`src/logic/rtir_cfg.svh`:
```
// Offsets, field masks, reset values and identity defaults of the bank
`ifndef RTIR_CFG_SVH
`define RTIR_CFG_SVH

`define RTIR_LOCAL_HI    8'h40
`define RTIR_LOCAL_LO    8'h41
`define RTIR_REM1_HI     8'h42
`define RTIR_REM1_LO     8'h43
`define RTIR_REM2_HI     8'h44
`define RTIR_REM2_LO     8'h45
`define RTIR_REM3_HI     8'h46
`define RTIR_REM3_LO     8'h47
`define RTIR_REF_FIRST   8'h40
`define RTIR_REF_LAST    8'h47
`define RTIR_MAKER_ADDR  8'h50
`define RTIR_REV_ADDR    8'h51

`define RTIR_FRAC_MASK   8'hF0
`define RTIR_FRAC_ZERO   4'h0
`define RTIR_BYTE_RST    8'h00
`define RTIR_REF_RST     16'h0000
`define RTIR_UNMAPPED    8'h00

`define RTIR_MAKER_DFLT  8'hA5
`define RTIR_REV_DFLT    8'h3C

`endif

```
`src/logic/rtir_pkg.sv`:
```
// Types shared by the reference temperature register bank
package rtir_pkg;

    typedef logic signed [15:0] rtir_temp_t;

    typedef rtir_temp_t [3:0] rtir_temps_t;

    typedef struct packed
    {
        logic       wr;
        logic       rd;
        logic [7:0] addr;
        logic [7:0] wdata;
    } rtir_req_t;

endpackage

```
`src/logic/rtir_bank.sv`:
```
// Reference temperature and identification register bank
`timescale 1ns/100ps
`include "rtir_cfg.svh"

module rtir_bank
#(
    parameter logic [7:0] MAKER_CODE = `RTIR_MAKER_DFLT, // Arbitrary value
    parameter logic [7:0] REV_CODE   = `RTIR_REV_DFLT    // Arbitrary value
)
(
    input  wire logic                  clock,
    input  wire logic                  rst,
    input  wire rtir_pkg::rtir_req_t   req,
    input  wire logic                  ext_fmt,
    input  wire rtir_pkg::rtir_temps_t meas_temp,
    output logic [7:0]                 rd_data,
    output logic                       rd_valid,
    output rtir_pkg::rtir_temps_t      ref_temp,
    output logic [3:0]                 above_ref
);
    import rtir_pkg::*;

    rtir_temps_t ref_r;
    rtir_temps_t ref_nxt;
    logic [7:0]  maker_r;
    logic [7:0]  maker_nxt;
    logic [7:0]  rev_r;
    logic [7:0]  rev_nxt;
    logic [7:0]  rd_data_r;
    logic [7:0]  rd_data_nxt;
    logic        rd_valid_r;
    logic        rd_valid_nxt;
    logic [3:0]  above_r;
    logic [3:0]  above_nxt;

    function automatic logic is_ref(input logic [7:0] a);
        return (a >= `RTIR_REF_FIRST) && (a <= `RTIR_REF_LAST);
    endfunction

    // Even offset is the upper byte, pairs run from the local channel up
    function automatic logic [1:0] ref_chan(input logic [7:0] a);
        return a[2:1];
    endfunction

    // Storage and write decode
    always_comb
    begin
        ref_nxt   = ref_r;
        maker_nxt = maker_r;
        rev_nxt   = rev_r;
        if (req.wr)
        begin
            if (is_ref(req.addr))
            begin
                if (req.addr[0])
                begin
                    // Low nibble has no storage meaning, forced to zero
                    ref_nxt[ref_chan(req.addr)][7:0] =
                        req.wdata & `RTIR_FRAC_MASK;
                end
                else
                begin
                    // Stored as written; no format translation
                    ref_nxt[ref_chan(req.addr)][15:8] = req.wdata;
                end
            end
            else if (req.addr == `RTIR_MAKER_ADDR)
            begin
                maker_nxt = req.wdata;
            end
            else if (req.addr == `RTIR_REV_ADDR)
            begin
                rev_nxt = req.wdata;
            end
        end
    end

    // Read mux; a read in the cycle of a write returns the old byte
    always_comb
    begin
        rd_valid_nxt = req.rd;
        rd_data_nxt  = rd_data_r;
        if (req.rd)
        begin
            if (is_ref(req.addr))
            begin
                if (req.addr[0])
                begin
                    rd_data_nxt = ref_r[ref_chan(req.addr)][7:0];
                end
                else
                begin
                    rd_data_nxt = ref_r[ref_chan(req.addr)][15:8];
                end
            end
            else if (req.addr == `RTIR_MAKER_ADDR)
            begin
                rd_data_nxt = maker_r;
            end
            else if (req.addr == `RTIR_REV_ADDR)
            begin
                rd_data_nxt = rev_r;
            end
            else
            begin
                rd_data_nxt = `RTIR_UNMAPPED;
            end
        end
    end

    // Signed compare against live measurements; ext_fmt is not consulted
    // because both sides are already in the same encoding
    always_comb
    begin
        above_nxt = 4'h0;
        for (int i = 0; i < 4; i++)
        begin
            above_nxt[i] =
                $signed(meas_temp[i]) > $signed(ref_r[i]);
        end
    end

    // Identity bytes are writable, so reset restores them as well
    always_ff @(posedge clock)
    begin
        if (rst)
        begin
            ref_r   <= {4{`RTIR_REF_RST}};
            maker_r <= MAKER_CODE;
            rev_r   <= REV_CODE;
        end
        else
        begin
            ref_r   <= ref_nxt;
            maker_r <= maker_nxt;
            rev_r   <= rev_nxt;
        end
    end

    always_ff @(posedge clock)
    begin
        if (rst)
        begin
            rd_data_r  <= `RTIR_BYTE_RST;
            rd_valid_r <= 1'b0;
        end
        else
        begin
            rd_data_r  <= rd_data_nxt;
            rd_valid_r <= rd_valid_nxt;
        end
    end

    always_ff @(posedge clock)
    begin
        if (rst)
        begin
            above_r <= 4'h0;
        end
        else
        begin
            above_r <= above_nxt;
        end
    end

    assign rd_data   = rd_data_r;
    assign rd_valid  = rd_valid_r;
    assign ref_temp  = ref_r;
    assign above_ref = above_r;
endmodule

```
`config.mk`:
```
export PLATFORM = sky130hd
export DESIGN_NAME = rtir_bank
export DESIGN_NICKNAME = d
export VERILOG_FILES = /design/src/logic/rtir_pkg.sv /design/src/logic/rtir_bank.sv
export VERILOG_INCLUDE_DIRS = /design/src /design/src/logic
export SDC_FILE = /design/constraint.sdc
export NUM_CORES = 1
export LEC_CHECK = 0
export BUFFER_PORTS_ARGS = -buffer_cell sky130_fd_sc_hd__buf_2
export CAP_MARGIN = 20
export CORE_MARGIN = 2
export CORE_UTILIZATION = 40
export CTS_CLUSTER_SIZE = 14
export DETAILED_ROUTE_END_ITERATION = 7
export PLACE_DENSITY_LB_ADDON = 0.3
export SLEW_MARGIN = 20
export SYNTH_ARGS = -nofsm -noshare
export SYNTH_HDL_FRONTEND = slang
export SYNTH_SLANG_ARGS = --single-unit
```
`constraint.sdc`:
```
create_clock -name clock -period 1.3 [get_ports clock]
set_input_delay 0.13 -clock clock [delete_from_list [all_inputs] [get_ports clock]]
set_output_delay 0.13 -clock clock [all_outputs]
set_load 0.05 [all_outputs]
```
# Word level (Yosys, flattened, before mapping)
# Cells that the tools add are included.
[word_totals] regBits=93
[classes] eq_ne=2 bitwise_logic=2 reduce_logical=5 order_cmp=8 mux=13
[ops] op="$bwmux W64" count=2
[ops] op="$demux W16 S2" count=2
[ops] op="$gt A16 B16 Y1" count=4
[ops] op="$mux W64" count=1
[ops] op="$mux W8" count=5
[ops] op="$bmux W16 S2" count=1
[ops] op="$mux W16" count=2
[ops] op="$eq A8 B7 Y1 const B" count=2
[ops] op="$ge A8 B7 Y1 const B" count=1
[ops] op="$le A8 B7 Y1 const B" count=1
[ops] op="$reduce_and A4 Y1" count=1
[ops] op="$lt A2 B3 Y1 const B" count=1
[ops] op="$reduce_and A3 Y1" count=1
[ops] op="$ge A2 B1 Y1 const B" count=1
[ops] op="$logic_and A1 B1 Y1" count=2
[ops] op="$not A1 Y1" count=2
[ops] op="$reduce_and A2 Y1" count=1

# Logic depth before layout (Yosys ltp)
# Gate-level depths: netlist of run 1.
[depth] word_depth=6 mapped_depth=6

# Worst setup path after synthesis of run 1
# Ideal clock, no wire load.
[synth_timing] path_kind="register to register" from="register ref_r, in the netlist ref_temp[13]" to="register above_r[0], in the netlist above_ref[0]" path_stages_with_launch=6 t_arrival_ns=1.666 n_path_buf=0 required_ns=1.165 setup_slack_ns=-0.501 period_less_slack_ns=1.801 path_cell_list="dfxtp_1 > inv_1 > ha_1 > a21o_1 > a2111oi_0 > a31oi_1"
[synth_between] elab_chain_len=1
[synth_lines] element="start: declaration" line="rtir_bank.sv:23" source="rtir_temps_t ref_r;"
[synth_lines] element="start signal: assignment" line="rtir_bank.sv:128" source="ref_r <= {4{`RTIR_REF_RST}};"
[synth_lines] element="start signal: assignment" line="rtir_bank.sv:134" source="ref_r <= ref_nxt;"
[synth_lines] element="$gt A16 B16 Y1" line="rtir_bank.sv:119" source="$signed(meas_temp[i]) > $signed(ref_r[i]);"
[synth_lines] element="end signal: assignment" line="rtir_bank.sv:162" source="above_r <= above_nxt;"
[synth_lines] element="end: declaration" line="rtir_bank.sv:33" source="logic [3:0] above_r;"
# Every way passes these cells.
# A chain may end at the register's enable or synchronous reset.

# Worst setup path after layout of run 1
[layout_timing] from="register ref_r, in the netlist ref_temp[37]" to="register above_r[2], in the netlist above_ref[2]"
# Same word-level chain as after synthesis.

==> run metrics, run 1 <==
register area share after synthesis=0.318; Critical Path Stages=6; CP peak stage delay=0.36 ns; critical path fanouts, max=2; Startpoint Class=flop; Crit. Startpoint=ref_temp[37]; global-route wire length before repair=23900 µm; multi-input logic area=3540 µm²; clk buf depth=2; Post-DRT Antenna Nets=0; achievable frequency=703 MHz; synth top area cells=dfxtp_1 (32%), mux2i_1 (13%), ha_1 (12%); Die Footprint=13000 µm²; Root Driver=clkbuf_16; CP max stage cell=dfxtp_4; Hold Path Class=in2reg; vias in the first global route=4607; drt wl/cell=18.0 µm; WP data required=about 1.6 ns; arrival time at the worst endpoint=between 1.5 and 2 ns; Fill cells=989; Final Non-Filler Cells=853; CTS tree=built; Core Area=11900 µm²; unrepaired setup endpoints after global routing=yes; Final Skew=between 0.008 and 0.009 ns; Ys Warns=0; Final Cycle Share=1.09; Worst R2R Start=ref_temp[37]; antenna violations before repair=0; Overall Power=5770 µW; Syn Std Cell Area=4840 µm²; H-tree depth=3; Primary FF master, synth=dfxtp_1; Final Hold Viols=0; grt ovf=0; CTS sink cnt=77; status=finished with violations; Yosys reg bits=77; post-DP HPWL=11700 µm; endpoints failing setup=12; Cell Chain, Critical Path=inv_2 -> ha_4 -> nor4_2 -> a22o_1 -> o311ai_1 -> a31oi_1; Initial Utilization=0.407; # hold bufs at CTS=0; All-Layer GR Usage=0.238; first-pass iteration count of the detailed router=5; WP buf/inv=1; asr flop ratio synth=0; placed insts=831; Final Max Slew Viols=0; fin area=7370 µm²; RD Place Congestion=between 0.8 and 0.9; latest clock arrival within the worst-skew pair=0.34 ns; PnR worst setup slack=-0.122 ns; post-DR vias/cell=5.29; sequential cell area=1720 µm²; family with the most delay on the worst path=compound AO/OA/AOI/OAI gates; die width=114 µm; PD cells=782 nW/µm²; failing checks=setup timing; Die H=114 µm; synthesized instance count=roughly 500; min-delay src=req[16]; Synth top area share=0.318; Hold Crit Depth=2; final net count=834; worst setup path class=reg2reg; I/O Pins=162; DRC=0; Reg clk slew, reported paths=0.06 ns; TritonCTS Buffers=9; setup total negative slack=-1.14 ns; area leader, netlist=dfxtp_1; Leakage=roughly 0.0034 µW; area grow syn2layout=52.3%; number of synthesized flops with an enable pin=0; peak supply drop=~0.50 mV; nature of the critical path endpoint=flop; Site Rows=40; PortBufs=144; ratio of cells with drive above 1 in the final layout=0.581; Reg2Reg Depth=6; synthesized area per cell=just under 10 µm²; Antenna diodes=0; maxcap violations=0; post-layout util=0.619; DR vias=4512; final wirelength=15400 µm; Cell variety after synth=slightly below 50; min cycle time layout=1.42 ns; largest net degree at the start of global routing=22; Placed Area=6470 µm²; initial drt markers=201
-- registers in the layout, summed over array words and instances (netlist names) --
name	cells
maker_r	8
rd_data	8
rev_r	8
above_ref	4
ref_temp	48
rd_valid	1
-- repair_timing --
item | 4_1_cts | 5_1_grt
gates resized for setup | 76 | 22
setup buffers | 5 | 1
pin swaps | 30 | 5
endpoints found under the hold margin | 0 | 0
endpoints found under the setup margin | 12 | 14
-- layout make-up --
| class | instances | share of cell area |
|---|---|---|
| Clock buffer | 11 | 0.0358 |
| Clock inverter | 5 | 0.00526 |
| Inverter | 51 | 0.0266 |
| Multi-Input combinational cell | 343 | 0.480 |
| Sequential cell | 77 | 0.233 |
| Tap cell | 147 | 0.0249 |
| Timing Repair Buffer | 219 | 0.195 |
-- path summary, 6_finish.rpt --
kind                                endpoint  slack (ns)
worst max-delay path            above_ref[2]       -0.12
worst min-delay path                rd_valid         0.1
worst max register to register  above_ref[2]       -0.12
worst min register to register    maker_r[7]        0.48
-- metrics by stage --
stage | setup slack, ns | hold WS [ns]
final | -0.122 | 0.0961
after global routing | -0.209 | 0.0916
after CTS | -0.122 | 0.0871
after detailed placement | -0.311 | 0.446
after global placement | -0.243 | 0.439
after floorplan | -0.159 | 0.255
-- routing by layer --
layer	vias to the layer above	global-route usage	part of all wire
met2	171	0.417	0.51
li1	2151	-	-
met5	-	0	0
met1	2163	0.297	0.41
met4	0	0.0683	0.018
met3	27	0.0484	0.067
-- logic make-up after synthesis --
| kind of cell | share of synthesized area |
|---|---|
| AO/OA/AOI/OAI | 0.0910 |
| multiplexers | 0.188 |
| adder cells (fa/ha/maj) | 0.124 |
| AND/OR/NAND/NOR | 0.184 |
| buffers and inverters | 0.0941 |
| other | 0.000774 |
| flip-flops | 0.318 |
-- placed cells by master (no fill, tap or decap), types with 3 or more instances in the layout --
cell / synthesis / final
ha_4: 0 / 37
nand2b_1: 5 / 5
o21ai_0: 12 / 8
nor2_1: 60 / 59
a22oi_2: 0 / 4
nand4_4: 9 / 9
and2b_1: 3 / 3
conb_1: 1 / 16
a221o_1: 6 / 6
mux4_2: 12 / 12
a21o_1: 4 / 4
nand2_2: 0 / 3
nor3_1: 8 / 5
nor4_2: 0 / 3
buf_4: 19 / 51
dfxtp_4: 0 / 47
inv_1: 50 / 25
o211ai_1: 3 / 3
mux2i_1: 64 / 61
ha_1: 48 / 11
o21ai_2: 0 / 4
a21oi_1: 11 / 9
a31o_2: 8 / 8
buf_6: 2 / 19
inv_2: 0 / 23
nor3b_1: 8 / 8
buf_12: 1 / 6
buf_2: 2 / 142
nand4_1: 4 / 4
dfxtp_1: 77 / 29
nand2_1: 25 / 21
a31oi_1: 4 / 4
clkbuf_16: 0 / 10
-- report_power, final --
group | internal [µW] | switching (µW)
sequential | 2280 | 5.53
clock | 1480 | 1050
combinational | 390 | 568
-- synth_stat cells, types with 2 or more instances --
library cell and count:
nor2b_1 2, inv_1 50, a221o_1 6, nor4_1 3
a22oi_1 4, nand2b_1 5, o211ai_1 3, and4_1 2
ha_1 48, buf_6 2, nand4_4 9, nand2_1 25
clkbuf_8 2, nand4b_1 2, nor2_1 60, mux2i_1 64
a21o_1 4, nor3_1 8, o21ai_0 12, buf_4 19
clkbuf_1 9, buf_2 2, o221ai_1 4, a21oi_1 11
a2111oi_0 2, nand4_1 4, mux4_2 12, and2b_1 3
a31oi_1 4, nor3b_1 8, dfxtp_1 77, nor4b_4 2
a31o_2 8
-- worst reg2reg max path, cell delays in order, from the launching register on --
cell and delay [ns]:
dfxtp_4 0.36, inv_2 0.04, ha_4 0.15, nor4_2 0.32, a22o_1 0.21, o311ai_1 0.10
a31oi_1 0.16
(Power assumes the default switching activity.)
==> run 2, diff against run 1 <==
--- a/config.mk
+++ b/config.mk
@@ -6,6 +6,7 @@
 export SDC_FILE = /design/constraint.sdc
 export NUM_CORES = 1
 export LEC_CHECK = 0
+export ABC_AREA = 1
 export BUFFER_PORTS_ARGS = -buffer_cell sky130_fd_sc_hd__buf_2
 export CAP_MARGIN = 20
 export CORE_MARGIN = 2
==> run 2 against run 1 <==
Compared with the run above:
- the run still ends with setup timing left
- synthesized cell count rose by 43%
- area after synthesis is 1.4% higher
- worst setup slack improved by 0.021 ns
- maximum frequency rose by 1.5%
- non-clock buffer count grew 9
- largest cell class unchanged
==> run metrics, run 2 <==
area leader, netlist=dfxtp_1 (unchanged); synth top area cells=dfxtp_1 (31%), nand2_1 (13%), ha_1 (12%) (was dfxtp_1 (32%), mux2i_1 (13%), ha_1 (12%)); Overall Power=5600 µW (was 5770 µW); PnR worst setup slack=-0.101 ns (was -0.122 ns); latest clock arrival within the worst-skew pair=0.33 ns (was 0.34 ns); failing checks=setup timing (unchanged); Initial Utilization=0.409 (was 0.407); I/O Pins=162 (unchanged); commonest non-fill, non-tap cell in the layout=nand2_1 (was buf_2); Hold Path Class=in2reg (unchanged); WL met1=6810 µm (was 6260 µm); Die Footprint=13200 µm² (was 13000 µm²); Leakage=0.00341 µW (was 0.00345 µW); PD cells=772 nW/µm² (was 782 nW/µm²); Die H=115 µm (was 114 µm); H-tree depth=3 (unchanged); Largest register FFs=48 (unchanged); DRC=0 (unchanged); area grow syn2layout=47.8% (was 52.3%); Net Sw Frac=0.284 (was 0.282); PortBufs=144 (unchanged); asr flop ratio synth=0 (unchanged); arrival time at the worst endpoint=1.64 ns (was 1.68 ns); worst setup path class=reg2reg (unchanged); Post-DRT Antenna Nets=0 (unchanged); TritonCTS Buffers=9 (unchanged); global-route wire length before repair=24400 µm (was 23900 µm); synthesized instance count=704 (was 492); min cycle time layout=1.40 ns (was 1.42 ns); RD Place Congestion=0.909 (was 0.843); Worst R2R Start=ref_temp[45] (was ref_temp[37]); largest net degree at the start of global routing=51 (was 22); post-DR vias/cell=5.04 (was 5.29); final net count=1053 (was 834); initial drt markers=269 (was 201); Startpoint Class=flop (unchanged); most frequent cells in the layout=nand2_1 (161), buf_2 (143), buf_4 (81) (was buf_2 (142), mux2i_1 (61), nor2_1 (59)); final hold slack=0.0906 ns (was 0.0961 ns); WP data required=1.53 ns (was 1.56 ns); total internal power=4010 µW (was 4140 µW); most frequent cells after synthesis=nand2_1 (175), dfxtp_1 (77), inv_1 (77), a21oi_1 (67), nand3_1 (56) (was dfxtp_1 (77), mux2i_1 (64), nor2_1 (60), inv_1 (50), ha_1 (48)); critical path fanouts, max=2 (unchanged); Synth top area share=0.314 (was 0.318); Antenna diodes=0 (unchanged); Reg2Reg Depth=8 (was 6); peak supply drop=0.555 mV (was 0.500 mV); Site Rows=40 (unchanged); count leader, synth=nand2_1 (was dfxtp_1); Final Max Slew Viols=0 (unchanged); Syn Std Cell Area=4910 µm² (was 4840 µm²); NetSw=1590 µW (was 1620 µW); Reg clk slew, reported paths=0.06 ns (about the same); register area share after synthesis=0.314 (was 0.318); Ys Warns=0 (unchanged); Clock Power Share=0.414 (was 0.438); die width=115 µm (was 114 µm); Root Driver=clkbuf_16 (unchanged); unrepaired setup endpoints after global routing=yes (unchanged); first-pass iteration count of the detailed router=5 (unchanged); Seq pwr share=0.412 (was 0.396); achievable frequency=714 MHz (was 703 MHz); status=finished with violations (unchanged); synthesized area per cell=6.98 µm² (was 9.84 µm²); # hold bufs at CTS=0 (unchanged); Reg2Reg Setup Slack=-0.10 ns (was -0.12 ns); min-delay src=req[7] (was req[16]); grt ovf=0 (unchanged); Max Used Layer=met4 (unchanged); post-DP HPWL=11600 µm (was 11700 µm); Hold EP=rev_r[7] (was rd_valid); ratio of cells with drive above 1 in the final layout=0.443 (was 0.581); Final Hold Viols=0 (unchanged); Final Skew=0.00849 ns (was 0.00839 ns); drt wl/cell=14.5 µm (was 18.0 µm); RR Endpoint=above_ref[2] (unchanged); Cell variety after synth=37 (was 49); final wirelength=15500 µm (was 15400 µm); All-Layer GR Usage=0.234 (was 0.238); Yosys reg bits=77 (unchanged); Core Area=12000 µm² (was 11900 µm²); antenna violations before repair=0 (unchanged); Comb power frac=0.174 (was 0.166); endpoints failing setup=4 (was 12); CTS tree=built (unchanged); CTS sink cnt=77 (unchanged); wire length on met2=7250 µm (was 7830 µm); Final Cycle Share=1.08 (was 1.09); Primary FF master, synth=dfxtp_1 (unchanged); clk buf depth=2 (unchanged); number of synthesized flops with an enable pin=0 (unchanged); DR WL met3=1110 µm (was 1030 µm); vias in the first global route=5136 (was 4607); DR vias=5402 (was 4512); Hold Crit Depth=3 (was 2); nature of the critical path endpoint=flop (unchanged); maxcap violations=0 (unchanged)
[run 2: cell count changes in the layout (fill, tap and decap cells not counted), moves of 11 or more]
cell     change
a21oi_1     +54
buf_4       +30
buf_6       -19
dfxtp_2     +11
dfxtp_4     -11
inv_1       +25
mux2i_1     -61
mux4_2      -12
nand2_1    +140
nand2_2     +12
nand3_1     +47
nor2_1      -18
o21ai_0     +30
o21ai_1     +16
[run 2: cell type report]
| cell class | count | area [µm²] |
|---|---|---|
| fill | 1082 | 4750 |
| clock inverter | 4 | 22.5 |
| clock buffer | 12 | 246 |
| tap | 147 | 184 |
| multi-input combinational | 521 | 3380 |
| inverter | 83 | 347 |
| timing repair buffer | 228 | 1390 |
| sequential | 77 | 1690 |
[run 2: stage by stage]
stage	setup TNS [ns]	cell area [µm²]	utilization	std cells	setup WS, ns
4_1_cts	-0.157	7060	0.587	1071	-0.0607
5_1_grt	-0.570	7260	0.604	1072	-0.192
6_report	-0.251	7260	0.604	1072	-0.101
2_1_floorplan	-0.422	5260	-	719	-0.125
3_3_place_gp	-0.598	6530	0.544	1049	-0.0684
3_5_place_dp	-1.13	6530	0.544	1049	-0.0882
[run 2: how the worst max path moves through the flow]
| stage | cells after the start | slack, ns | startpoint | endpoint |
|---|---|---|---|---|
| after detailed placement | 8 | -0.09 | ref_temp[59] | above_ref[3] |
| after global routing | 9 | -0.19 | ref_temp[43] | above_ref[2] |
| after CTS | 9 | -0.06 | ref_temp[61] | above_ref[3] |
| after global placement | 10 | -0.07 | ref_temp[37] | above_ref[2] |
| final | 8 | -0.10 | ref_temp[45] | above_ref[2] |
| after floorplan | 9 | -0.12 | ref_temp[43] | above_ref[2] |
[run 2: power by group through the flow]
stage	Clock, µW	Combinational [µW]	Sequential (µW)
final	2320	974	2310
after global routing	2450	1070	2310
after CTS	2330	913	2310
after detailed placement	0	864	2360
after global placement	0	849	2360
after floorplan	0	508	2420
[run 2: layer usage]
metal,GRT usage,up-vias
met4,0.0892,0
li1,-,2720
met1,0.304,2436
met3,0.0385,29
met5,0,-
met2,0.392,217
[run 2: timing repair]
action / CTS / global route
pin swaps: 29 / 25
endpoints found under the setup margin: 4 / 9
buffers inserted: 6 / 2
gates resized for setup: 39 / 41
[run 2: kinds of logic (layout without fill, tap and decap cells)]
logic type,Yosys count,count (layout),synth area share
fa+ha+maj,48,48,0.122
other cells,1,16,0.000763
compound gates,139,139,0.150
flops,77,77,0.314
buf+inv,121,327,0.119
simple gates,318,318,0.294
[run 2: critical path, cell delays in order, from the launching register on]
cell and delay (ns):
dfxtp_4 0.34, inv_1 0.08, ha_4 0.20, a21oi_1 0.19, o21ai_0 0.10, nor2_1 0.15, nand3_2 0.09, nor2_1 0.10
nor2_1 0.05
==> run 3, diff against run 2 <==
--- a/config.mk
+++ b/config.mk
@@ -10,7 +10,7 @@
 export BUFFER_PORTS_ARGS = -buffer_cell sky130_fd_sc_hd__buf_2
 export CAP_MARGIN = 20
 export CORE_MARGIN = 2
-export CORE_UTILIZATION = 40
+export CORE_UTILIZATION = 28
 export CTS_CLUSTER_SIZE = 14
 export DETAILED_ROUTE_END_ITERATION = 7
 export PLACE_DENSITY_LB_ADDON = 0.3
==> run 3 against run 2 <==
Compared with the run above:
- the flow still finishes with violations (setup timing)
- cell count is 7.5% higher
- non-clock buffer count increased by 2
- register-to-register slack hardly changed
- final area up 1.7%
- global-route usage down 5.5 points
- worst hold slack better by 0.0078 ns
- sequential share of layout area fell by 0.39 points
- clock power increased by 5%
- total power is 1.8% higher
- critical path depth rose by 1
==> run metrics, run 3 (same netlist as run 2, synthesis figures left out) <==
total internal power=4110 µW (was 4010 µW); Antenna diodes=0 (unchanged); unrepaired setup endpoints after global routing=yes (unchanged); Final Hold Viols=0 (unchanged); critical path fanouts, max=2 (unchanged); global-route wire length before repair=25400 µm (was 24400 µm); most frequent cells in the layout=nand2_1 (163), buf_2 (144), buf_4 (81) (was nand2_1 (161), buf_2 (143), buf_4 (81)); Crit path top cell by count=nand2_2 (was nor2_1); PnR worst setup slack=-0.114 ns (was -0.101 ns); achievable frequency=707 MHz (was 714 MHz); Initial Utilization=0.285 (was 0.409); Startpoint Class=flop (unchanged); Final Max Slew Viols=0 (unchanged); antenna violations before repair=0 (unchanged); Clock Power Share=0.428 (was 0.414); peak supply drop=0.673 mV (was 0.555 mV); endpoints failing setup=4 (unchanged); Site Rows=48 (was 40); Root Driver=clkbuf_16 (unchanged); post-DR vias/cell=4.59 (was 5.04); Post-DRT Antenna Nets=0 (unchanged); All-Layer GR Usage=0.179 (was 0.234); drt wl/cell=14.2 µm (was 14.5 µm); final net count=1055 (was 1053); Comb power frac=0.167 (was 0.174); H-tree depth=3 (unchanged); # hold bufs at CTS=0 (unchanged); PD cells=773 nW/µm² (was 772 nW/µm²); RD Place Congestion=0.869 (was 0.909); Crit. Startpoint=ref_temp[62] (was ref_temp[45]); Net Sw Frac=0.280 (was 0.284); CP max stage cell=dfxtp_4 (unchanged); Die H=136 µm (was 115 µm); WP data required=1.57 ns (was 1.53 ns); post-layout util=0.428 (was 0.604); Die Footprint=18600 µm² (was 13200 µm²); first-pass iteration count of the detailed router=5 (unchanged); Cell Chain, Critical Path=inv_1 -> ha_4 -> nand2_2 -> nor2_4 -> nor2b_4 -> nand2_2 -> nand3_2 -> nand2_1 -> a21oi_1 (was inv_1 -> ha_4 -> a21oi_1 -> o21ai_0 -> nor2_1 -> nand3_2 -> nor2_1 -> nor2_1); post-DP HPWL=12600 µm (was 11600 µm); vias in the first global route=5018 (was 5136); Largest register FFs=48 (unchanged); TritonCTS Buffers=9 (unchanged); Leakage=0.00341 µW (about the same); largest net degree at the start of global routing=64 (was 51); Core Area=17200 µm² (was 12000 µm²); die width=136 µm (was 115 µm); commonest non-fill, non-tap cell in the layout=nand2_1 (unchanged); maxcap violations=0 (unchanged); clk buf depth=2 (unchanged); CP peak stage delay=0.34 ns (about the same); nature of the critical path endpoint=flop (unchanged); worst setup path class=reg2reg (unchanged); CTS sink cnt=77 (unchanged); Worst R2R Start=ref_temp[62] (was ref_temp[45]); failing checks=setup timing (unchanged); min cycle time layout=1.41 ns (was 1.40 ns); Hold Path Class=in2reg (unchanged); DR vias=5284 (was 5402); PortBufs=144 (unchanged); Final Cycle Share=1.09 (was 1.08); final hold slack=0.0984 ns (was 0.0906 ns); I/O Pins=162 (unchanged); Seq pwr share=0.405 (was 0.412); Final Skew=0.00566 ns (was 0.00849 ns); grt ovf=0 (unchanged); min-delay src=req[6] (was req[7]); ratio of cells with drive above 1 in the final layout=0.443 (about the same); NetSw=1600 µW (was 1590 µW); latest clock arrival within the worst-skew pair=0.35 ns (was 0.33 ns); CTS tree=built (unchanged); area grow syn2layout=50.3% (was 47.8%); DRC=0 (unchanged); final wirelength=16300 µm (was 15500 µm); initial drt markers=282 (was 269); arrival time at the worst endpoint=1.69 ns (was 1.64 ns); Reg clk slew, reported paths=0.06 ns (about the same); status=finished with violations (unchanged)
[run 3: changes by cell type in the layout (fill, tap and decap cells not counted), sizes merged]
| cell | before | now |
|---|---|---|
| buf | 227 | 230 |
| inv | 81 | 80 |
| clkinv | 6 | 7 |
| clkbuf | 13 | 12 |
[run 3: critical path: cells and delay by family, from the launching register on]
family	cells	cell delay, ns
simple gates	6	0.54
flops	1	0.34
fa+ha+maj	1	0.27
compound gates	1	0.13
buf+inv	1	0.07
[run 3: timing repair]
action,CTS,global route
setup endpoints to repair,4,8
pin swaps,33,32
resized for setup,36,49
setup buffers,1,4
[run 3: area by class of cell]
class / instances / area, µm²
Sequential cell: 77 / 1690
Tap cell: 225 / 282
Fill cell: 1788 / 9850
Clock inverter: 4 / 20.0
Multi-Input combinational cell: 521 / 3350
Clock buffer: 12 / 268
Inverter: 83 / 352
Timing Repair Buffer: 230 / 1420
[run 3: final timing paths]
path,to,cells after the start,slack [ns]
worst max-delay path,above_ref[3],9,-0.11
worst min-delay path,rev_r[6],3,0.1
worst max register to register,above_ref[3],9,-0.11
worst min register to register,rev_r[1],2,0.47
[run 3: power by group through the flow]
| stage | sequential (µW) | clock, µW | combinational [µW] |
|---|---|---|---|
| floorplan | 2420 | 0 | 508 |
| global placement | 2360 | 0 | 846 |
| detailed placement | 2360 | 0 | 856 |
| CTS | 2310 | 2510 | 898 |
| global route | 2310 | 2620 | 1060 |
| finish | 2310 | 2440 | 955 |
[run 3: routing by layer]
metal	part of all wire	track usage	wire length, µm
met5	0	0	0
met4	0.029	0.0700	466
met3	0.061	0.0451	998
met2	0.45	0.284	7360
met1	0.46	0.233	7520
[run 3: through the flow]
| step | setup TNS (ns) | instances | worst slack [ns] | instance area [µm²] | total power (µW) |
|---|---|---|---|---|---|
| after floorplan | -0.422 | 719 | -0.125 | 5260 | 2930 |
| after global placement | -0.742 | 1132 | -0.0912 | 6680 | 3210 |
| after detailed placement | -1.65 | 1132 | -0.0819 | 6680 | 3220 |
| after CTS | -0.182 | 1149 | -0.0688 | 7150 | 5720 |
| after global routing | -0.709 | 1152 | -0.202 | 7380 | 6000 |
| final | -0.240 | 1152 | -0.114 | 7380 | 5710 |
